<file path="src/pwm_b_pkg.sv">
// Purpose: constants for the generator b enable control block
// Assumes: apb slave, 32-bit data, one aligned word per register
// Notes: offsets are byte addresses
package pwm_b_pkg;
  localparam logic [7:0] enc_off     = 8'h00;
  localparam logic [7:0] fqc_off     = 8'h04;
  localparam logic [7:0] mod_off     = 8'h08;
  localparam logic [7:0] pw2_off     = 8'h0c;
  localparam logic [7:0] pw3_off     = 8'h10;
  localparam logic [7:0] cfg_off     = 8'h14;
  localparam logic [7:0] irq_sts_off = 8'h18;
  localparam logic [7:0] irq_clr_off = 8'h1c;
  localparam logic [7:0] irq_en_off  = 8'h20;
  localparam logic [7:0] cnt_off     = 8'h24;

  // enable control bit positions
  localparam int enc_en_bit   = 7;
  localparam int enc_glds_bit = 6;
  localparam int enc_rst_bit  = 2;
  localparam int enc_ldok_bit = 1;
  localparam int enc_rie_bit  = 0;
  // frequency control fields
  localparam int fqc_ldfq_lsb = 4;
  localparam int fqc_prsc_lsb = 1;
  localparam int fqc_rf_bit   = 0;
  // configuration bits
  localparam int cfg_mtg_bit  = 0;
  localparam int cfg_wp_bit   = 1;
  localparam int cfg_oc2_bit  = 2;
  localparam int cfg_oc3_bit  = 3;
  localparam int cfg_ov2_bit  = 4;
  localparam int cfg_ov3_bit  = 5;
  // event bits
  localparam int ev_reload_bit  = 0;
  localparam int ev_restart_bit = 1;
  localparam int ev_width       = 2;

  localparam int cnt_width  = 15;
  localparam int pw_width   = 16;
  localparam int ldfq_width = 4;
  localparam int prsc_width = 2;
  localparam int div_width  = 3;

  localparam logic [cnt_width-1:0]  mod_rst  = 15'h7fff;
  localparam logic [pw_width-1:0]   pw_rst   = 16'h0000;
  localparam logic [ldfq_width-1:0] ldfq_rst = 4'h0;
  localparam logic [prsc_width-1:0] prsc_rst = 2'h0;

  // terminal count of the prescaler divider: divide by 1, 2, 4, 8
  function automatic logic [div_width-1:0] div_last(input logic [prsc_width-1:0] sel);
    div_last = div_width'((4'h1 << sel) - 4'h1);
  endfunction : div_last
endpackage : pwm_b_pkg

</file>
<file path="src/pwm_b_enable_ctrl.sv">
// Purpose: generator b enable control with apb registers
// Assumes: pclk 20 MHz, pins synchronised by two flip-flops
// Notes: edge-aligned compare output per channel
//
// Our own choices: the APB register port and the register addresses.
`timescale 1ns/1ps
module pwm_b_enable_ctrl
  import pwm_b_pkg::*;
(
  input  wire logic        pclk,
  input  wire logic        presetn,
  input  wire logic        psel,
  input  wire logic        penable,
  input  wire logic        pwrite,
  input  wire logic [7:0]  paddr,
  input  wire logic [31:0] pwdata,
  output logic             pready,
  output logic [31:0]      prdata,
  output logic             pslverr,
  input  wire logic        global_load_okay,
  input  wire logic        commutation_event,
  output logic             pwm_out_ch2,
  output logic             pwm_out_ch3,
  output logic             reload_irq_b,
  output logic             irq
);
  // register state
  logic                  gen_b_enable_q;
  logic                  global_load_select_b_q;
  logic                  restart_on_commutation_b_q;
  logic                  load_okay_b_q;
  logic                  reload_irq_enable_b_q;
  logic                  reload_flag_b_q;
  logic [ldfq_width-1:0] reload_frequency_b_q;
  logic [prsc_width-1:0] prescaler_select_b_q;
  logic [cnt_width-1:0]  period_modulus_b_q;
  logic [pw_width-1:0]   pw2_q;
  logic [pw_width-1:0]   pw3_q;
  logic                  independent_timebase_select_q;
  logic                  write_protect_q;
  logic [1:0]            software_output_control_q;
  logic [1:0]            software_output_value_q;
  logic [ev_width-1:0]   irq_sts_q;
  logic [ev_width-1:0]   irq_en_q;
  // active copies
  logic [ldfq_width-1:0] act_ldfq_q;
  logic [prsc_width-1:0] act_prsc_q;
  logic [cnt_width-1:0]  act_mod_q;
  logic [pw_width-1:0]   act_pw2_q;
  logic [pw_width-1:0]   act_pw3_q;
  logic [ldfq_width-1:0] opp_cnt_q;
  logic                  first_q;
  logic                  ldok_armed_q;
  logic                  rf_armed_q;
  logic [31:0]           prdata_q;
  logic                  pwm_out_ch2_q;
  logic                  pwm_out_ch3_q;
  // pin synchronisers
  logic                  glo_s1_q;
  logic                  glo_s2_q;
  logic                  com_s1_q;
  logic                  com_s2_q;
  logic                  com_s3_q;

  logic                  cycle_start;
  logic [cnt_width-1:0]  count;

  always_ff @(posedge pclk or negedge presetn) begin
    if (!presetn) begin
      glo_s1_q <= 1'b0;
      glo_s2_q <= 1'b0;
      com_s1_q <= 1'b0;
      com_s2_q <= 1'b0;
      com_s3_q <= 1'b0;
    end else begin
      glo_s1_q <= global_load_okay;
      glo_s2_q <= glo_s1_q;
      com_s1_q <= commutation_event;
      com_s2_q <= com_s1_q;
      com_s3_q <= com_s2_q;
    end
  end

  // apb decode
  wire setup    = psel && !penable;
  wire access   = psel && penable;
  wire wr       = access && pwrite;
  wire rd       = access && !pwrite;
  wire independent_timebase_select      = independent_timebase_select_q;
  wire hit_enc  = (paddr == enc_off);
  wire hit_fqc  = (paddr == fqc_off);
  wire hit_mod  = (paddr == mod_off);
  wire hit_pw2  = (paddr == pw2_off);
  wire hit_pw3  = (paddr == pw3_off);
  wire hit_cfg  = (paddr == cfg_off);
  wire hit_sts  = (paddr == irq_sts_off);
  wire hit_clr  = (paddr == irq_clr_off);
  wire hit_ien  = (paddr == irq_en_off);
  wire hit_cnt  = (paddr == cnt_off);
  wire mapped   = hit_enc | hit_fqc | hit_mod | hit_pw2 | hit_pw3 | hit_cfg
                | hit_sts | hit_clr | hit_ien | hit_cnt;
  // generator b registers take writes only with the timebase select set
  wire b_wr     = wr && independent_timebase_select;
  wire wr_enc   = b_wr && hit_enc;
  wire wr_fqc   = b_wr && hit_fqc;
  wire rd_enc   = rd && hit_enc;
  wire rd_fqc   = rd && hit_fqc;
  wire wr_cfg   = wr && hit_cfg;
  wire wr_clr   = wr && hit_clr;
  wire wr_ien   = wr && hit_ien;

  // generator and reload timing
  wire run        = gen_b_enable_q && independent_timebase_select;
  wire com_edge   = com_s2_q && !com_s3_q;
  wire restart    = run && restart_on_commutation_b_q && com_edge;
  wire opp_match  = (opp_cnt_q == act_ldfq_q);
  wire reload     = cycle_start && (first_q || opp_match);
  wire load_ok    = global_load_select_b_q ? glo_s2_q : load_okay_b_q;
  wire do_load    = reload && load_ok;

  // register reads
  wire [7:0] enc_view = {gen_b_enable_q, global_load_select_b_q, 3'h0,
                         restart_on_commutation_b_q, load_okay_b_q, reload_irq_enable_b_q};
  wire [7:0] fqc_view = {reload_frequency_b_q, 1'b0, prescaler_select_b_q, reload_flag_b_q};
  wire [5:0] cfg_view = {software_output_value_q, software_output_control_q,
                         write_protect_q, independent_timebase_select_q};
  wire [31:0] rd_mux  =
      hit_enc ? {24'h0, independent_timebase_select ? enc_view : 8'h00} :
      hit_fqc ? {24'h0, independent_timebase_select ? fqc_view : 8'h00} :
      hit_mod ? {17'h0, independent_timebase_select ? period_modulus_b_q : 15'h0} :
      hit_pw2 ? {16'h0, independent_timebase_select ? pw2_q : 16'h0} :
      hit_pw3 ? {16'h0, independent_timebase_select ? pw3_q : 16'h0} :
      hit_cfg ? {26'h0, cfg_view} :
      hit_sts ? {30'h0, irq_sts_q} :
      hit_ien ? {30'h0, irq_en_q} :
      hit_cnt ? {17'h0, independent_timebase_select ? count : 15'h0} : 32'h0;

  always_ff @(posedge pclk or negedge presetn) begin
    if (!presetn) begin
      prdata_q <= 32'h0;
    end else if (setup && !pwrite) begin
      prdata_q <= rd_mux;
    end
  end

  assign pready  = 1'b1;
  assign prdata  = prdata_q;
  assign pslverr = access && !mapped;

  // enable control register
  wire wen  = pwdata[enc_en_bit];
  wire wldk = pwdata[enc_ldok_bit];
  always_ff @(posedge pclk or negedge presetn) begin
    if (!presetn) begin
      gen_b_enable_q             <= 1'b0;
      global_load_select_b_q     <= 1'b0;
      restart_on_commutation_b_q <= 1'b0;
      reload_irq_enable_b_q      <= 1'b0;
    end else if (wr_enc) begin
      gen_b_enable_q        <= wen;
      reload_irq_enable_b_q <= pwdata[enc_rie_bit];
      if (!write_protect_q) begin
        global_load_select_b_q     <= pwdata[enc_glds_bit];
        restart_on_commutation_b_q <= pwdata[enc_rst_bit];
      end
    end
  end

  // load okay: set after read-as-zero, cleared by write of zero or after a load without global select
  always_ff @(posedge pclk or negedge presetn) begin
    if (!presetn) begin
      load_okay_b_q <= 1'b0;
      ldok_armed_q  <= 1'b0;
    end else begin
      if (rd_enc && independent_timebase_select) begin
        ldok_armed_q <= !load_okay_b_q;
      end else if (wr_enc) begin
        ldok_armed_q <= 1'b0;
      end
      if (wr_enc && wldk && ldok_armed_q) begin
        load_okay_b_q <= 1'b1;
      end else if (wr_enc && !wldk) begin
        load_okay_b_q <= 1'b0;
      end else if (do_load && !global_load_select_b_q) begin
        load_okay_b_q <= 1'b0;
      end
    end
  end

  // buffered frequency, prescaler, modulus and pulse widths
  always_ff @(posedge pclk or negedge presetn) begin
    if (!presetn) begin
      reload_frequency_b_q <= ldfq_rst;
      prescaler_select_b_q <= prsc_rst;
      period_modulus_b_q   <= mod_rst;
      pw2_q                <= pw_rst;
      pw3_q                <= pw_rst;
    end else begin
      if (wr_fqc) begin
        reload_frequency_b_q <= pwdata[fqc_ldfq_lsb +: ldfq_width];
        prescaler_select_b_q <= pwdata[fqc_prsc_lsb +: prsc_width];
      end
      if (b_wr && hit_mod) begin
        period_modulus_b_q <= pwdata[cnt_width-1:0];
      end
      if (b_wr && hit_pw2) begin
        pw2_q <= pwdata[pw_width-1:0];
      end
      if (b_wr && hit_pw3) begin
        pw3_q <= pwdata[pw_width-1:0];
      end
    end
  end

  // reload flag: a reload between read and write-one defeats the clear
  always_ff @(posedge pclk or negedge presetn) begin
    if (!presetn) begin
      reload_flag_b_q <= 1'b0;
      rf_armed_q      <= 1'b0;
    end else begin
      if (reload) begin
        rf_armed_q <= 1'b0;
      end else if (rd_fqc && independent_timebase_select) begin
        rf_armed_q <= reload_flag_b_q;
      end else if (wr_fqc) begin
        rf_armed_q <= 1'b0;
      end
      if (reload) begin
        reload_flag_b_q <= 1'b1;
      end else if (wr_fqc && pwdata[fqc_rf_bit] && rf_armed_q) begin
        reload_flag_b_q <= 1'b0;
      end
    end
  end

  // active values only change at a reload
  always_ff @(posedge pclk or negedge presetn) begin
    if (!presetn) begin
      act_ldfq_q <= ldfq_rst;
      act_prsc_q <= prsc_rst;
      act_mod_q  <= mod_rst;
      act_pw2_q  <= pw_rst;
      act_pw3_q  <= pw_rst;
      opp_cnt_q  <= '0;
      first_q    <= 1'b0;
    end else begin
      if (!run) begin
        first_q   <= 1'b1;
        opp_cnt_q <= '0;
      end else if (cycle_start) begin
        first_q   <= 1'b0;
        opp_cnt_q <= reload ? '0 : opp_cnt_q + 1'b1;
      end
      if (reload) begin
        act_ldfq_q <= reload_frequency_b_q;
      end
      if (do_load) begin
        act_prsc_q <= prescaler_select_b_q;
        act_mod_q  <= period_modulus_b_q;
        act_pw2_q  <= pw2_q;
        act_pw3_q  <= pw3_q;
      end
    end
  end

  // configuration: write lock is set-only until reset
  always_ff @(posedge pclk or negedge presetn) begin
    if (!presetn) begin
      independent_timebase_select_q <= 1'b0;
      write_protect_q               <= 1'b0;
      software_output_control_q     <= 2'h0;
      software_output_value_q       <= 2'h0;
    end else if (wr_cfg) begin
      independent_timebase_select_q <= pwdata[cfg_mtg_bit];
      write_protect_q               <= write_protect_q | pwdata[cfg_wp_bit];
      software_output_control_q     <= {pwdata[cfg_oc3_bit], pwdata[cfg_oc2_bit]};
      software_output_value_q       <= {pwdata[cfg_ov3_bit], pwdata[cfg_ov2_bit]};
    end
  end

  // event status: set wins over a clear in the same cycle
  wire [ev_width-1:0] ev_set = {restart, reload};
  always_ff @(posedge pclk or negedge presetn) begin
    if (!presetn) begin
      irq_sts_q <= '0;
      irq_en_q  <= '0;
    end else begin
      irq_sts_q <= (irq_sts_q & ~(wr_clr ? pwdata[ev_width-1:0] : '0)) | ev_set;
      if (wr_ien) begin
        irq_en_q <= pwdata[ev_width-1:0];
      end
    end
  end

  pwm_b_timebase #(
    .width(cnt_width)
  ) u_timebase (
    .pclk       (pclk),
    .presetn    (presetn),
    .run        (run),
    .restart    (restart),
    .prsc       (act_prsc_q),
    .modulus    (act_mod_q),
    .cycle_start(cycle_start),
    .count      (count)
  );

  // outputs: software level when selected, else compare while running or inactive low
  wire cmp2 = run && ({1'b0, count} < act_pw2_q);
  wire cmp3 = run && ({1'b0, count} < act_pw3_q);
  always_ff @(posedge pclk or negedge presetn) begin
    if (!presetn) begin
      pwm_out_ch2_q <= 1'b0;
      pwm_out_ch3_q <= 1'b0;
    end else begin
      pwm_out_ch2_q <= software_output_control_q[0] ? software_output_value_q[0] : cmp2;
      pwm_out_ch3_q <= software_output_control_q[1] ? software_output_value_q[1] : cmp3;
    end
  end

  assign pwm_out_ch2  = pwm_out_ch2_q;
  assign pwm_out_ch3  = pwm_out_ch3_q;
  assign reload_irq_b = reload_flag_b_q && reload_irq_enable_b_q;
  assign irq          = |(irq_sts_q & irq_en_q);
endmodule : pwm_b_enable_ctrl

</file>
<file path="src/pwm_b_timebase.sv">
// Purpose: prescaled period counter for generator b
// Assumes: single clock, enable-pulse prescaler
// Notes: cycle_start pulses for one cycle at each wrap to zero and at each start or restart
`timescale 1ns/1ps
module pwm_b_timebase
  import pwm_b_pkg::*;
#(
  parameter int width = cnt_width
) (
  input  wire logic                  pclk,
  input  wire logic                  presetn,
  input  wire logic                  run,
  input  wire logic                  restart,
  input  wire logic [prsc_width-1:0] prsc,
  input  wire logic [width-1:0]      modulus,
  output logic                       cycle_start,
  output logic [width-1:0]           count
);
  logic [div_width-1:0] div_q;
  logic [width-1:0]     cnt_q;
  logic                 started_q;
  logic                 start_q;
  wire                  tick    = (div_q == div_last(prsc));
  wire                  wrap    = tick && (cnt_q >= modulus);
  wire                  kick    = run && (!started_q || restart);

  always_ff @(posedge pclk or negedge presetn) begin
    if (!presetn) begin
      div_q     <= '0;
      cnt_q     <= '0;
      started_q <= 1'b0;
      start_q   <= 1'b0;
    end else if (!run) begin
      div_q     <= '0;
      cnt_q     <= '0;
      started_q <= 1'b0;
      start_q   <= 1'b0;
    end else begin
      started_q <= 1'b1;
      start_q   <= kick || wrap;
      if (kick) begin
        div_q <= '0;
        cnt_q <= '0;
      end else begin
        div_q <= tick ? '0 : div_q + 1'b1;
        if (tick) begin
          cnt_q <= wrap ? '0 : cnt_q + 1'b1;
        end
      end
    end
  end

  assign cycle_start = start_q;
  assign count       = cnt_q;
endmodule : pwm_b_timebase

</file>
<file path="config.mk">
export PLATFORM = sky130hd
export DESIGN_NAME = pwm_b_enable_ctrl
export DESIGN_NICKNAME = d
export VERILOG_FILES = /design/src/pwm_b_pkg.sv /design/src/pwm_b_enable_ctrl.sv /design/src/pwm_b_timebase.sv
export SDC_FILE = /design/constraint.sdc
export NUM_CORES = 1
export LEC_CHECK = 0
export ABC_AREA = 0
export BUFFER_PORTS_ARGS = -buffer_cell sky130_fd_sc_hd__buf_2
export CAP_MARGIN = 10
export CORE_AREA = 2 2 153 155
export CTS_CLUSTER_SIZE = 16
export DETAILED_ROUTE_END_ITERATION = 8
export DIE_AREA = 0 0 155 157
export PLACE_DENSITY = 0.56
export SLEW_MARGIN = 20
export SYNTH_ARGS = -nofsm -noshare
export SYNTH_HDL_FRONTEND = slang
export SYNTH_SLANG_ARGS = --single-unit
export TNS_END_PERCENT = 30
</file>
<file path="constraint.sdc">
create_clock -name pclk -period 2.4 [get_ports pclk]
set_clock_uncertainty 0.15 [all_clocks]
set_input_delay 0.24 -clock pclk [delete_from_list [all_inputs] [get_ports pclk]]
set_output_delay 0.24 -clock pclk [all_outputs]
set_load 0.1 [all_outputs]
</file>
## Word-level counts from Yosys, hierarchy flattened

Index checks and enable logic that the tools add are counted.
Widths: inputs -> output; s select.

| storage, ports and cells | value |
|---|---|
| flip-flop bits (word level) | 188 |
| bits of input ports | 47 |

| operators by class | value |
|---|---|
| $add $sub $neg | 4 |
| order comparisons | 3 |
| equal/unequal tests | 13 |
| shifts and indexed selects | 1 |
| mux-type cells | 43 |
| bitwise logic cells | 15 |
| reduce and logical (&&, ||, !) cells | 54 |

Operator list:

| operator | number |
|---|---|
| $mux 15 | 10 |
| $mux 16 | 7 |
| $logic_and 1x1->1 | 36 |
| $eq 8x5->1 const B | 4 |
| $lt 15x16->1 | 2 |
| $mux 1 | 17 |
| $eq 8x4->1 const B | 2 |
| $eq 8x6->1 const B | 2 |
| $mux 8 | 2 |
| $add 15x1->15 const B | 1 |
| $ge 15x15->1 | 1 |
| $mux 4 | 3 |
| $or 1x1->1 | 10 |
| $mux 3 | 3 |
| $eq 8x3->1 const B | 1 |
| $logic_not 1->1 | 8 |
| $logic_not 8->1 | 1 |
| $reduce_bool 3->1 | 2 |
| $add 4x1->4 const B | 1 |
| $and 2x2->2 | 2 |
| $eq 4x4->1 | 1 |
| $reduce_bool 2->1 | 2 |
| $add 3x1->3 const B | 1 |
| $eq 3x3->1 | 1 |
| 11 further kinds | 13 |

## Depth between registers and ports, before layout

Gate-level depths: netlist of the first run.

| logic depth | value |
|---|---|
| word-level depth | 12 |
| depth in mapped cells | 10 |

## Cells and area by module

From an unflattened synthesis of the first run, not the netlist that was laid out.

| unflattened totals | value |
|---|---|
| cell total of the unflattened synthesis | 798 |
| area total of the unflattened synthesis | 9072.5 µm² |

By module, submodules not included:

| module | instances | cells each | area an instance (µm²) | sequential area each (µm²) |
|---|---|---|---|---|
| pwm_b_enable_ctrl | 1 | 638 | 7597.3 | 3841.2 |
| pwm_b_timebase | 1 | 160 | 1475.2 | 500.5 |

## Worst setup path before layout of the first run

No wires, ideal clock.

| timing | value |
|---|---|
| path kind | input -> output |
| start | input port paddr[3] |
| end | output port pslverr |
| data arrival time | 2104 ps |
| data required time | 2010 ps |
| setup slack | -94 ps |
| stages | 3 |
| buffers on the path | 1 |
| cell sequence | clkbuf_1 -> o21ai_0 -> a21oi_1 |

| between the ends | value |
|---|---|
| cells in the longest elaborated chain, start to end | 12 |

Ends and longest elaborated chain:

| what | line | source |
|---|---|---|
| from (decl) | pwm_b_enable_ctrl.sv:15 | `input wire logic [7:0] paddr,` |
| $eq 8x3->1 / $logic_not 8->1 (equally long branches) | pwm_b_enable_ctrl.sv:91, pwm_b_enable_ctrl.sv:90 |  |
| $or 1x1->1 (5 in a row) | pwm_b_enable_ctrl.sv:100 | `wire mapped = hit_enc \| hit_fqc \| hit_mod \| hit_pw2 \| hit_pw3 \| hit_cfg` |
| $or 1x1->1 (3 in a row) | pwm_b_enable_ctrl.sv:101 | `\| hit_sts \| hit_clr \| hit_ien \| hit_cnt;` |
| $or 1x1->1 (*) | pwm_b_enable_ctrl.sv:101 |  |
| $logic_not 1->1 (*) | pwm_b_enable_ctrl.sv:148 | `assign pslverr = access && !mapped;` |
| $logic_and 1x1->1 (*) | pwm_b_enable_ctrl.sv:148 |  |
| to (decl) | pwm_b_enable_ctrl.sv:19 | `output logic pslverr,` |

Every way passes the cells marked *; elsewhere a longest branch is shown, timed or not.

## Worst setup path after layout of the first run

| timing | value |
|---|---|
| start | register act_mod_q[14] |
| end | register u_timebase.cnt_q[3] (netlist: u_timebase.count[3]) |

| between the ends | value |
|---|---|
| cells in the longest elaborated chain, start to end | 6 |

Ends and longest elaborated chain:

| what | line | source |
|---|---|---|
| from (decl) | pwm_b_enable_ctrl.sv:48 | `logic [cnt_width-1:0] act_mod_q;` |
| from (signal assigned) | pwm_b_enable_ctrl.sv:241 | `act_mod_q <= mod_rst;` |
| from (signal assigned) | pwm_b_enable_ctrl.sv:259 | `act_mod_q <= period_modulus_b_q;` |
| $ge 15x15->1 | pwm_b_timebase.sv:24 | `wire wrap = tick && (cnt_q >= modulus);` |
| $logic_and 1x1->1 | pwm_b_timebase.sv:24 |  |
| $mux 15 | pwm_b_timebase.sv:47 | `cnt_q <= wrap ? '0 : cnt_q + 1'b1;` |
| $mux 15 | pwm_b_timebase.sv:46 | `if (tick) begin` |
| $mux 15 | pwm_b_timebase.sv:41 | `if (kick) begin` |
| $mux 15 | pwm_b_timebase.sv:33 | `end else if (!run) begin` |
| to (signal assigned) | pwm_b_timebase.sv:47 |  |
| to (decl) | pwm_b_timebase.sv:20 | `logic [width-1:0] cnt_q;` |

Every way passes these cells. The select of a mux whose other input is x is not followed.
A chain may end at the register's enable or synchronous reset.

==> flow_summary.ini, run 1 <==
[outcome]
outcome = finished clean

[global_route]
antenna_found_initial = 0
grt_pass1_wl_mm = 38.10
gr-total-overflow = 0
gr-usage-all-layers = 0.2062
grt_pass1_vias = 6679
grt_start_max_net_pins = 51

[die]
coreArea_um2 = 22500
start_util = 0.3981
dieArea_um2 = 24340
boundaryPins = 85
die_h_um = 157
die_x_um = 155
rows = 55

[power_and_ir_drop]
ir_drop_mv = 0.5053
p_leak_nw = 5.111
total_power_w = 0.006229
p_per_area_nw_per_um2 = 581.7

[drt]
wirelength_mm = 23.86
ant_nets = 0
drtIter0Drc = 381
routedWlPerCell_um = 19.75
drc = 0
drtPass1Iterations = 5
vias = 6616
vias_per_cell = 5.477

[setup_path]
crit_type = register to register
crit_top_cell = and3_4
cp.required_ps = 2560
critPathTopFamily = simple AND/OR/NAND/NOR gates
crit_path_start_kind = register
worstPathArrival_ps = 2480
crit_slowest_cell = dfstp_2
crit_fanout = 6
crit_chain = inv_1 -> ha_1 -> and3_4 -> and3_4 -> o311ai_4 -> and4_4 -> buf_4 -> a21o_1 -> a22o_1
worstSetupEndpointType = register
path_buf_inv = 2
worst_path_largest_cell_delay_ps = 530

[clock_network]
clk_latency_ps = 430
cts-root-buf = clkbuf_16
cts_tree = yes
clock_sinks = 172
clkTransAtPathRegs_ps = 70
htree_levels = 4
cts_buffers = 17
cts_max_path_buffers = 2

[sta]
hold_viol = 0
finalCriticalPeriod_ps = 2318
relSlewSlack = 0.6295
finalCritPeriodShare = 0.9657
final_max_slew_viol_count = 0
worst_pin_slew_ps = 553.7
hold_slack_ps = 35.50
fin_ws_ps = 82.32
max_freq_mhz = 431.5
grt_setup_unrepaired = yes
setup_viol = 0

[layout]
antenna_cells = 0
layout_commonest_cell = dfrtp_1
drive_gt1_frac = 0.3380
nFillCells = 2063
syn_to_final_growth_pct = 19.54
final_cell_mix = dfrtp_1 (142), mux2_2 (115), nand2_1 (63)
nets = 1003

[yosys]
synthArstFlopShare = 1.000
ys_seq_elements = 172
synth-main-ff-cell = dfrtp_1
synth_edf_count = 0
synthCells = 797
ys_seq_area_frac = 0.4847
yosysUniqueCellTypes = 67
yosysWarningCount = 0
postSynthAreaPerCell_um2 = 11.24
netlist_area_um2 = 8957

[job]
cap_violations = 0

[min_path]
min_path_type = primary input to register

[placement]
place_congestion = 0.9113
dp_hpwl_mm = 17.57
io_buffers = 51
dp_slack_ps = 18.91
==> Yosys cell counts, types with 5 or more instances <==
| master | number | area share |
|---|---|---|
| a21o_1 | 16 | 0.013 |
| a21oi_1 | 41 | 0.023 |
| a222oi_1 | 6 | 0.0067 |
| a22o_1 | 5 | 0.0049 |
| a22oi_1 | 5 | 0.0042 |
| a31oi_1 | 18 | 0.013 |
| and2_1 | 8 | 0.0056 |
| and3_1 | 10 | 0.0070 |
| and4_1 | 5 | 0.0049 |
| buf_2 | 12 | 0.0067 |
| buf_4 | 18 | 0.015 |
| buf_6 | 5 | 0.0063 |
| clkbuf_1 | 8 | 0.0034 |
| dfrtp_1 | 142 | 0.40 |
| dfstp_2 | 30 | 0.088 |
| ha_1 | 46 | 0.064 |
| inv_1 | 49 | 0.021 |
| mux2_2 | 115 | 0.14 |
| mux2i_1 | 5 | 0.0056 |
| nand2_1 | 63 | 0.026 |
| nand2b_1 | 11 | 0.0077 |
| nand3_1 | 27 | 0.015 |
| nand4_1 | 5 | 0.0035 |
| nor2_1 | 34 | 0.014 |
| nor2b_1 | 5 | 0.0035 |
| nor3_1 | 6 | 0.0034 |
| o211ai_1 | 5 | 0.0042 |
| o21ai_0 | 27 | 0.015 |
| o22ai_1 | 5 | 0.0035 |
| xnor2_1 | 8 | 0.0078 |
==> path summary, 6_finish.rpt <==
check | from | endpoint | slack (ps) | cells after the start
setup reg to reg | act_mod_q[14] | u_timebase.count[3] | 80 | 9
min in group asynchronous | presetn | prdata[12] | 100 | 2
setup / recovery | act_mod_q[14] | u_timebase.count[3] | 80 | 9
hold / removal | pwdata[5] | pw2_q[5] | 40 | 2
hold reg to reg | com_s1_q | com_s2_q | 200 | 0
max in group asynchronous | presetn | act_mod_q[13] | 1290 | 3
==> layer usage <==
metal	GRT usage	vias to the layer above	share of wire
met3	0.03304	31	0.045
li1	-	3073	-
met4	0.06305	0	0.021
met2	0.3285	168	0.46
met5	0	-	0
met1	0.2903	3344	0.47
==> cell type report <==
| class | instances | area (µm²) | area share |
|---|---|---|---|
| Clock buffer | 23 | 488.0 | 0.04557 |
| Clock inverter | 9 | 136.4 | 0.01274 |
| Inverter | 49 | 183.9 | 0.01718 |
| Multi-Input combinational cell | 548 | 4279 | 0.3996 |
| Sequential cell | 172 | 4342 | 0.4055 |
| Tap cell | 285 | 356.6 | 0.03330 |
| Timing Repair Buffer | 122 | 922.1 | 0.08612 |
==> flip-flops by register name, indices dropped and copies added (netlist names), 2 cells and up <==
name,count
u_timebase.count,15
act_mod_q,15
act_ldfq_q,4
act_prsc_q,2
act_pw3_q,16
act_pw2_q,16
pw2_q,16
prdata,16
software_output_value_q,2
u_timebase.div_q,3
irq_sts_q,2
opp_cnt_q,4
software_output_control_q,2
reload_frequency_b_q,4
irq_en_q,2
pw3_q,16
prescaler_select_b_q,2
period_modulus_b_q,15
==> repair_timing <==
action,CTS,global route
endpoints found under the setup margin,0,16
setup buffers,0,2
hold endpoints to repair,175,0
gates resized for setup,0,12
hold buffers,14,0
==> kinds of logic after synthesis <==
family                     Yosys count  share of synthesized area
AOI/OAI and AO/OA                  155                     0.1145
xor gates and xnor gates             8                   0.007823
adders and majority gates           46                    0.06425
buffers and inverters               92                    0.05196
DFF                                172                     0.4847
muxes                              121                     0.1527
other                                2                  0.0008384
and+or+nand+nor                    201                     0.1232
==> stage by stage <==
step	area (µm²)	util	cells	setup TNS, ps
after floorplan	9017	-	812	0
after global placement	9841	0.4373	1159	0
after detailed placement	9841	0.4373	1159	0
after CTS	10610	0.4713	1205	0
after global routing	10710	0.4758	1208	-7.787
final	10710	0.4758	1208	0
==> where the power goes <==
| group | internal, W | total [W] | switching [W] | leakage [nW] |
|---|---|---|---|---|
| combinational | 0.0000790 | 0.000391 | 0.000312 | 2.56 |
| clock | 0.00175 | 0.00292 | 0.00117 | 0.300 |
| sequential | 0.00291 | 0.00292 | 0.00000622 | 2.25 |
No activity file was read; power rests on OpenSTA's default activity.
==> inputs of run 2 (changes only) <==
--- a/config.mk
+++ b/config.mk
@@ -8,13 +8,14 @@
 export ABC_AREA = 0
 export BUFFER_PORTS_ARGS = -buffer_cell sky130_fd_sc_hd__buf_2
 export CAP_MARGIN = 10
-export CORE_AREA = 2 2 153 155
+export CORE_AREA = 2 2 154 156
 export CTS_CLUSTER_SIZE = 16
 export DETAILED_ROUTE_END_ITERATION = 8
-export DIE_AREA = 0 0 155 157
+export DIE_AREA = 0 0 156 158
 export PLACE_DENSITY = 0.56
 export SLEW_MARGIN = 20
 export SYNTH_ARGS = -nofsm -noshare
 export SYNTH_HDL_FRONTEND = slang
+export SYNTH_HIERARCHICAL = 1
 export SYNTH_SLANG_ARGS = --single-unit
 export TNS_END_PERCENT = 30
==> flow_summary.ini, run 2 <==
[die]
coreArea_um2 = 23050
die_h_um = 158
dieArea_um2 = 24650
die_x_um = 156
start_util = 0.3936
boundaryPins = 85
rows = 56

[drt]
vias = 6647
wirelength_mm = 24.00
drc = 0
ant_nets = 0
vias_per_cell = 5.462
routedWlPerCell_um = 19.72
drtIter0Drc = 478
drtPass1Iterations = 7

[yosys]
netlist_area_um2 = 9072
synth_edf_count = 0
ys_seq_elements = 172
synthCells = 798
yosysUniqueCellTypes = 78
synth_common_cells = dfrtp_1 (142), mux2_2 (95), nand2_1 (62)
ys_top_cells_by_area = dfrtp_1 (39%), mux2_2 (12%), dfstp_2 (8.7%), ha_1 (6.3%), mux2_4 (3.3%)
yosysTopAreaCellShare = 0.3917
synth-main-ff-cell = dfrtp_1
synthArstFlopShare = 1.000
postSynthAreaPerCell_um2 = 11.37
yosysWarningCount = 6
synth_top_area_cell = dfrtp_1
ys_seq_area_frac = 0.4786
yosysMostFrequentCell = dfrtp_1

[sta]
worst_pin_slew_ps = 550.5
max_freq_mhz = 432.7
relSlewSlack = 0.6330
finalCriticalPeriod_ps = 2311
setup_viol = 0
final_max_slew_viol_count = 0
finalSetupTns_ps = 0
hold_viol = 0
finalCritPeriodShare = 0.9631
grt_setup_unrepaired = no

[layout]
layout_commonest_cell = dfrtp_1
utilization = 0.4730
syn_to_final_growth_pct = 20.19
final_cell_mix = dfrtp_1 (142), mux2_2 (95), nand2_1 (61)
nets = 1007
antenna_cells = 0
drive_gt1_frac = 0.3474

[min_path]
min_path_type = primary input to register

[global_route]
grt_start_max_net_pins = 57
antenna_found_initial = 0
gr-usage-all-layers = 0.2020
grt_pass1_wl_mm = 37.47
grt_pass1_vias = 6485
gr-total-overflow = 0

[setup_path]
cp.required_ps = 2560
worstSetupEndpointType = register
crit_type = register to register
worstPathArrival_ps = 2470
reg2reg_slack_ps = 90
crit_fanout = 3
crit_path_start_kind = register

[clock_network]
cts_max_path_buffers = 2
cts_buffers = 17
clock_sinks = 172
cts-root-buf = clkbuf_16
cts_tree = yes
clk_latency_ps = 430
clkTransAtPathRegs_ps = 70
htree_levels = 4

[placement]
io_buffers = 51
dp_hpwl_mm = 17.63
place_congestion = 0.8569

[power_and_ir_drop]
total_power_w = 0.006001
ir_drop_mv = 0.4612
p_leak_nw = 5.090
p_per_area_nw_per_um2 = 550.3

[outcome]
outcome = finished clean

[job]
cap_violations = 0
-- run 2: cell types whose count changed in the layout (fill, tap and decap cells not counted), sizes merged, moves of 5 or more --
cell	previous run	this run
nand4	6	11
o21ai	27	21
a221oi	1	6
or3	2	9
buf	107	112
nor3	9	16
nor2	37	23
a31oi	18	7
or4	2	7
a21oi	41	34
o31ai	0	10
a211oi	3	11
nand2b	11	3
-- run 2: per-layer routing --
| metal | vias up | global-route usage | part of all wire |
|---|---|---|---|
| li1 | 3136 | - | - |
| met4 | 0 | 0.06116 | 0.016 |
| met1 | 3311 | 0.2874 | 0.47 |
| met5 | - | 0 | 0 |
| met3 | 23 | 0.02902 | 0.041 |
| met2 | 177 | 0.3209 | 0.47 |
-- run 2: final cells by class --
| type | instances | area, µm² |
|---|---|---|
| clock inverter | 10 | 107.6 |
| timing repair buffer | 128 | 974.7 |
| fill | 2092 | 12150 |
| tap | 290 | 362.8 |
| inverter | 49 | 183.9 |
| sequential | 172 | 4342 |
| clock buffer | 22 | 474.2 |
| multi-input combinational | 546 | 4459 |
-- run 2: worst paths after layout --
kind | start | to | depth (start not counted)
setup / recovery | act_mod_q[3] | u_timebase/cycle_start | 9
hold / removal | pwdata[6] | pw2_q[6] | 2
setup reg to reg | act_mod_q[3] | u_timebase/cycle_start | 9
hold reg to reg | glo_s1_q | glo_s2_q | 0
max in group asynchronous | presetn | irq_en_q[1] | 3
min in group asynchronous | presetn | prdata[12] | 2
-- run 2: where the power goes --
group,internal [W],switching [W]
combinational,0.0000729,0.000290
sequential,0.00291,0.00000650
clock,0.00153,0.00119
-- run 2: stage by stage --
stage | hold WS [ps] | setup WS (ps) | std cells | instance area [µm²]
5_1_grt | 14.74 | 2.750 | 1217 | 10900
6_report | 34.23 | 88.67 | 1217 | 10900
3_5_place_dp | 101.2 | -52.90 | 1167 | 10020
2_1_floorplan | -205.6 | -25.66 | 813 | 9136
4_1_cts | 14.90 | 7.649 | 1216 | 10770
3_3_place_gp | 101.2 | 8.687 | 1167 | 10020
-- run 2: timing repair --
item | CTS | global route
endpoints found under the setup margin | 12 | 14
pin swaps | 1 | 5
setup buffers | 1 | 1
hold buffers | 16 | 0
resized for setup | 1 | 17
hold endpoints to repair | 81 | 0
gates cloned | 0 | 0
-- run 2: kinds of logic (layout without fill, tap and decap cells) --
group | count (synthesis) | after routing | share of synthesized area
XOR/XNOR | 9 | 9 | 0.008689
AND/OR/NAND/NOR | 203 | 203 | 0.1233
adder cells (fa/ha/maj) | 46 | 46 | 0.06344
flip-flops | 172 | 172 | 0.4786
other | 2 | 17 | 0.0008278
buffers and inverters | 95 | 209 | 0.05034
multiplexers | 116 | 116 | 0.1521
AO/OA/AOI/OAI | 155 | 155 | 0.1227
-- run 2: worst max-delay path, cell delays in order (launching register included) --
cell and delay, ps:
dfstp_2 530, inv_1 40, ha_1 270, nand4_1 190, nor4_2 80, a2111oi_2 330, buf_4 190, a21oi_4 60
buf_6 140, o31a_1 220
==> inputs of run 3 (changes only) <==
--- a/config.mk
+++ b/config.mk
@@ -8,11 +8,11 @@
 export ABC_AREA = 0
 export BUFFER_PORTS_ARGS = -buffer_cell sky130_fd_sc_hd__buf_2
 export CAP_MARGIN = 10
-export CORE_AREA = 2 2 154 156
+export CORE_AREA = 2 2 145 147
 export CTS_CLUSTER_SIZE = 16
 export DETAILED_ROUTE_END_ITERATION = 8
-export DIE_AREA = 0 0 156 158
-export PLACE_DENSITY = 0.56
+export DIE_AREA = 0 0 147 149
+export PLACE_DENSITY = 0.62
 export SLEW_MARGIN = 20
 export SYNTH_ARGS = -nofsm -noshare
 export SYNTH_HDL_FRONTEND = slang
==> flow_summary.ini, run 3 (same netlist as run 2, synthesis figures left out) <==
[global_route]
grt_pass1_vias = 6745
antenna_found_initial = 0
gr-usage-all-layers = 0.2229
grt_pass1_wl_mm = 37.29
gr-total-overflow = 0
grt_start_max_net_pins = 58

[setup_path]
reg2reg_slack_ps = 70
worstPathArrival_ps = 2490
r2r-start = act_mod_q[13]
reg2regPathDepth = 9
cp.required_ps = 2560
crit_path_start_kind = register
worstReg2RegEnd = u_timebase/cycle_start
crit_type = register to register
crit_fanout = 3
worstSetupEndpointType = register

[clock_network]
clk_latency_ps = 430
clkTransAtPathRegs_ps = 70
cts_buffers = 17
clock_sinks = 172
htree_levels = 4
cts_tree = yes
cts-root-buf = clkbuf_16
cts_max_path_buffers = 2

[placement]
placed_cells = 1152
place_congestion = 0.8779
dp_hpwl_mm = 17.04
dp_slack_ps = -44.85
io_buffers = 51

[drt]
ant_nets = 0
drtIter0Drc = 499
drc = 0
vias = 6746
wirelength_mm = 23.45
drtPass1Iterations = 6
vias_per_cell = 5.622
routedWlPerCell_um = 19.54

[power_and_ir_drop]
internal-power_w = 0.004492
p_per_area_nw_per_um2 = 548.1
seq_power_share = 0.492
p_leak_nw = 5.060
netSwitchingFraction = 0.2421
power.share.clock = 0.447
total_power_w = 0.005927
comb_power_share = 0.061
switchingPower_w = 0.001435
ir_drop_mv = 0.4859

[layout]
nets = 1005
final_cell_mix = dfrtp_1 (142), mux2_2 (95), nand2_1 (61)
utilization = 0.5260
finalNonFillerCells = 1200
layout_commonest_cell = dfrtp_1
drive_gt1_frac = 0.3438
syn_to_final_growth_pct = 19.18
antenna_cells = 0
nFillCells = 1876

[sta]
hold_viol = 0
setup_viol = 0
fin_ws_ps = 70.91
grt_setup_unrepaired = no
finalCriticalPeriod_ps = 2329
max_freq_mhz = 429.4
worst_pin_slew_ps = 572.6
final_max_slew_viol_count = 0
hold_slack_ps = 21.86
finalCritPeriodShare = 0.9705
relSlewSlack = 0.6183

[die]
start_util = 0.4413
boundaryPins = 85
die_h_um = 149
dieArea_um2 = 21900
coreArea_um2 = 20560
rows = 53
die_x_um = 147

[min_path]
worstHoldEndpoint = pw2_q[7]
min_path_type = primary input to register
min_path_cells = 2
min_from = pwdata[7]

[outcome]
outcome = finished clean

[job]
cap_violations = 0
## run 3: metal layers
layer	track usage	wire, µm
met5	0	0
met4	0.07548	456
met3	0.03731	989
met2	0.3610	11160
met1	0.3067	10840
## run 3: critical path, stage by stage, from the launching register on
cell and delay [ps]:
dfstp_2 530, inv_1 50, ha_1 290, nand4_1 170, nor4_2 60, a2111oi_2 320, buf_4 180, a21oi_2 60
buf_4 160, o31a_1 230
## run 3: what timing repair did
action,CTS,global route
endpoints found under the setup margin,6,14
buffers inserted,0,1
hold buffers,15,0
resized for setup,2,10
pin swaps,3,2
endpoints found under the hold margin,75,0
## run 3: area by class of cell
type                       count  area, µm²  share of cell area
clock inverter                10      91.34            0.008447
timing repair buffer         126      962.2             0.08898
clock buffer                  22      474.2             0.04386
tap                          275      344.1             0.03182
inverter                      49      183.9             0.01701
multi-input combinational    546       4415              0.4084
sequential                   172       4342              0.4015
## run 3: worst max path at each step
| stage | start | end | slack, ps | cells past startpoint |
|---|---|---|---|---|
| floorplan | independent_timebase_select | u_timebase/count[7] | -30 | 7 |
| global placement | act_mod_q[10] | u_timebase/cycle_start | -20 | 9 |
| detailed placement | act_mod_q[10] | u_timebase/count[8] | -40 | 9 |
| CTS | act_mod_q[13] | u_timebase/cycle_start | 20 | 9 |
| global route | independent_timebase_select | u_timebase/count[8] | 2 | 7 |
| finish | act_mod_q[13] | u_timebase/cycle_start | 70 | 9 |
## run 3: power by group through the flow
stage	registers (W)	clock network, W	logic (W)
detailed placement	0.00297	0	0.000348
global placement	0.00297	0	0.000346
finish	0.00292	0.00265	0.000364
CTS	0.00292	0.00269	0.000366
floorplan	0.00299	0	0.000191
global route	0.00291	0.00281	0.000390
## run 3: per-stage QoR
stage / setup TNS (ps) / instance area (µm²)
final: 0 / 10810
after global placement: -22.38 / 10010
after floorplan: -149.4 / 9136
after global routing: 0 / 10810
after detailed placement: -140.4 / 10010
after CTS: 0 / 10740
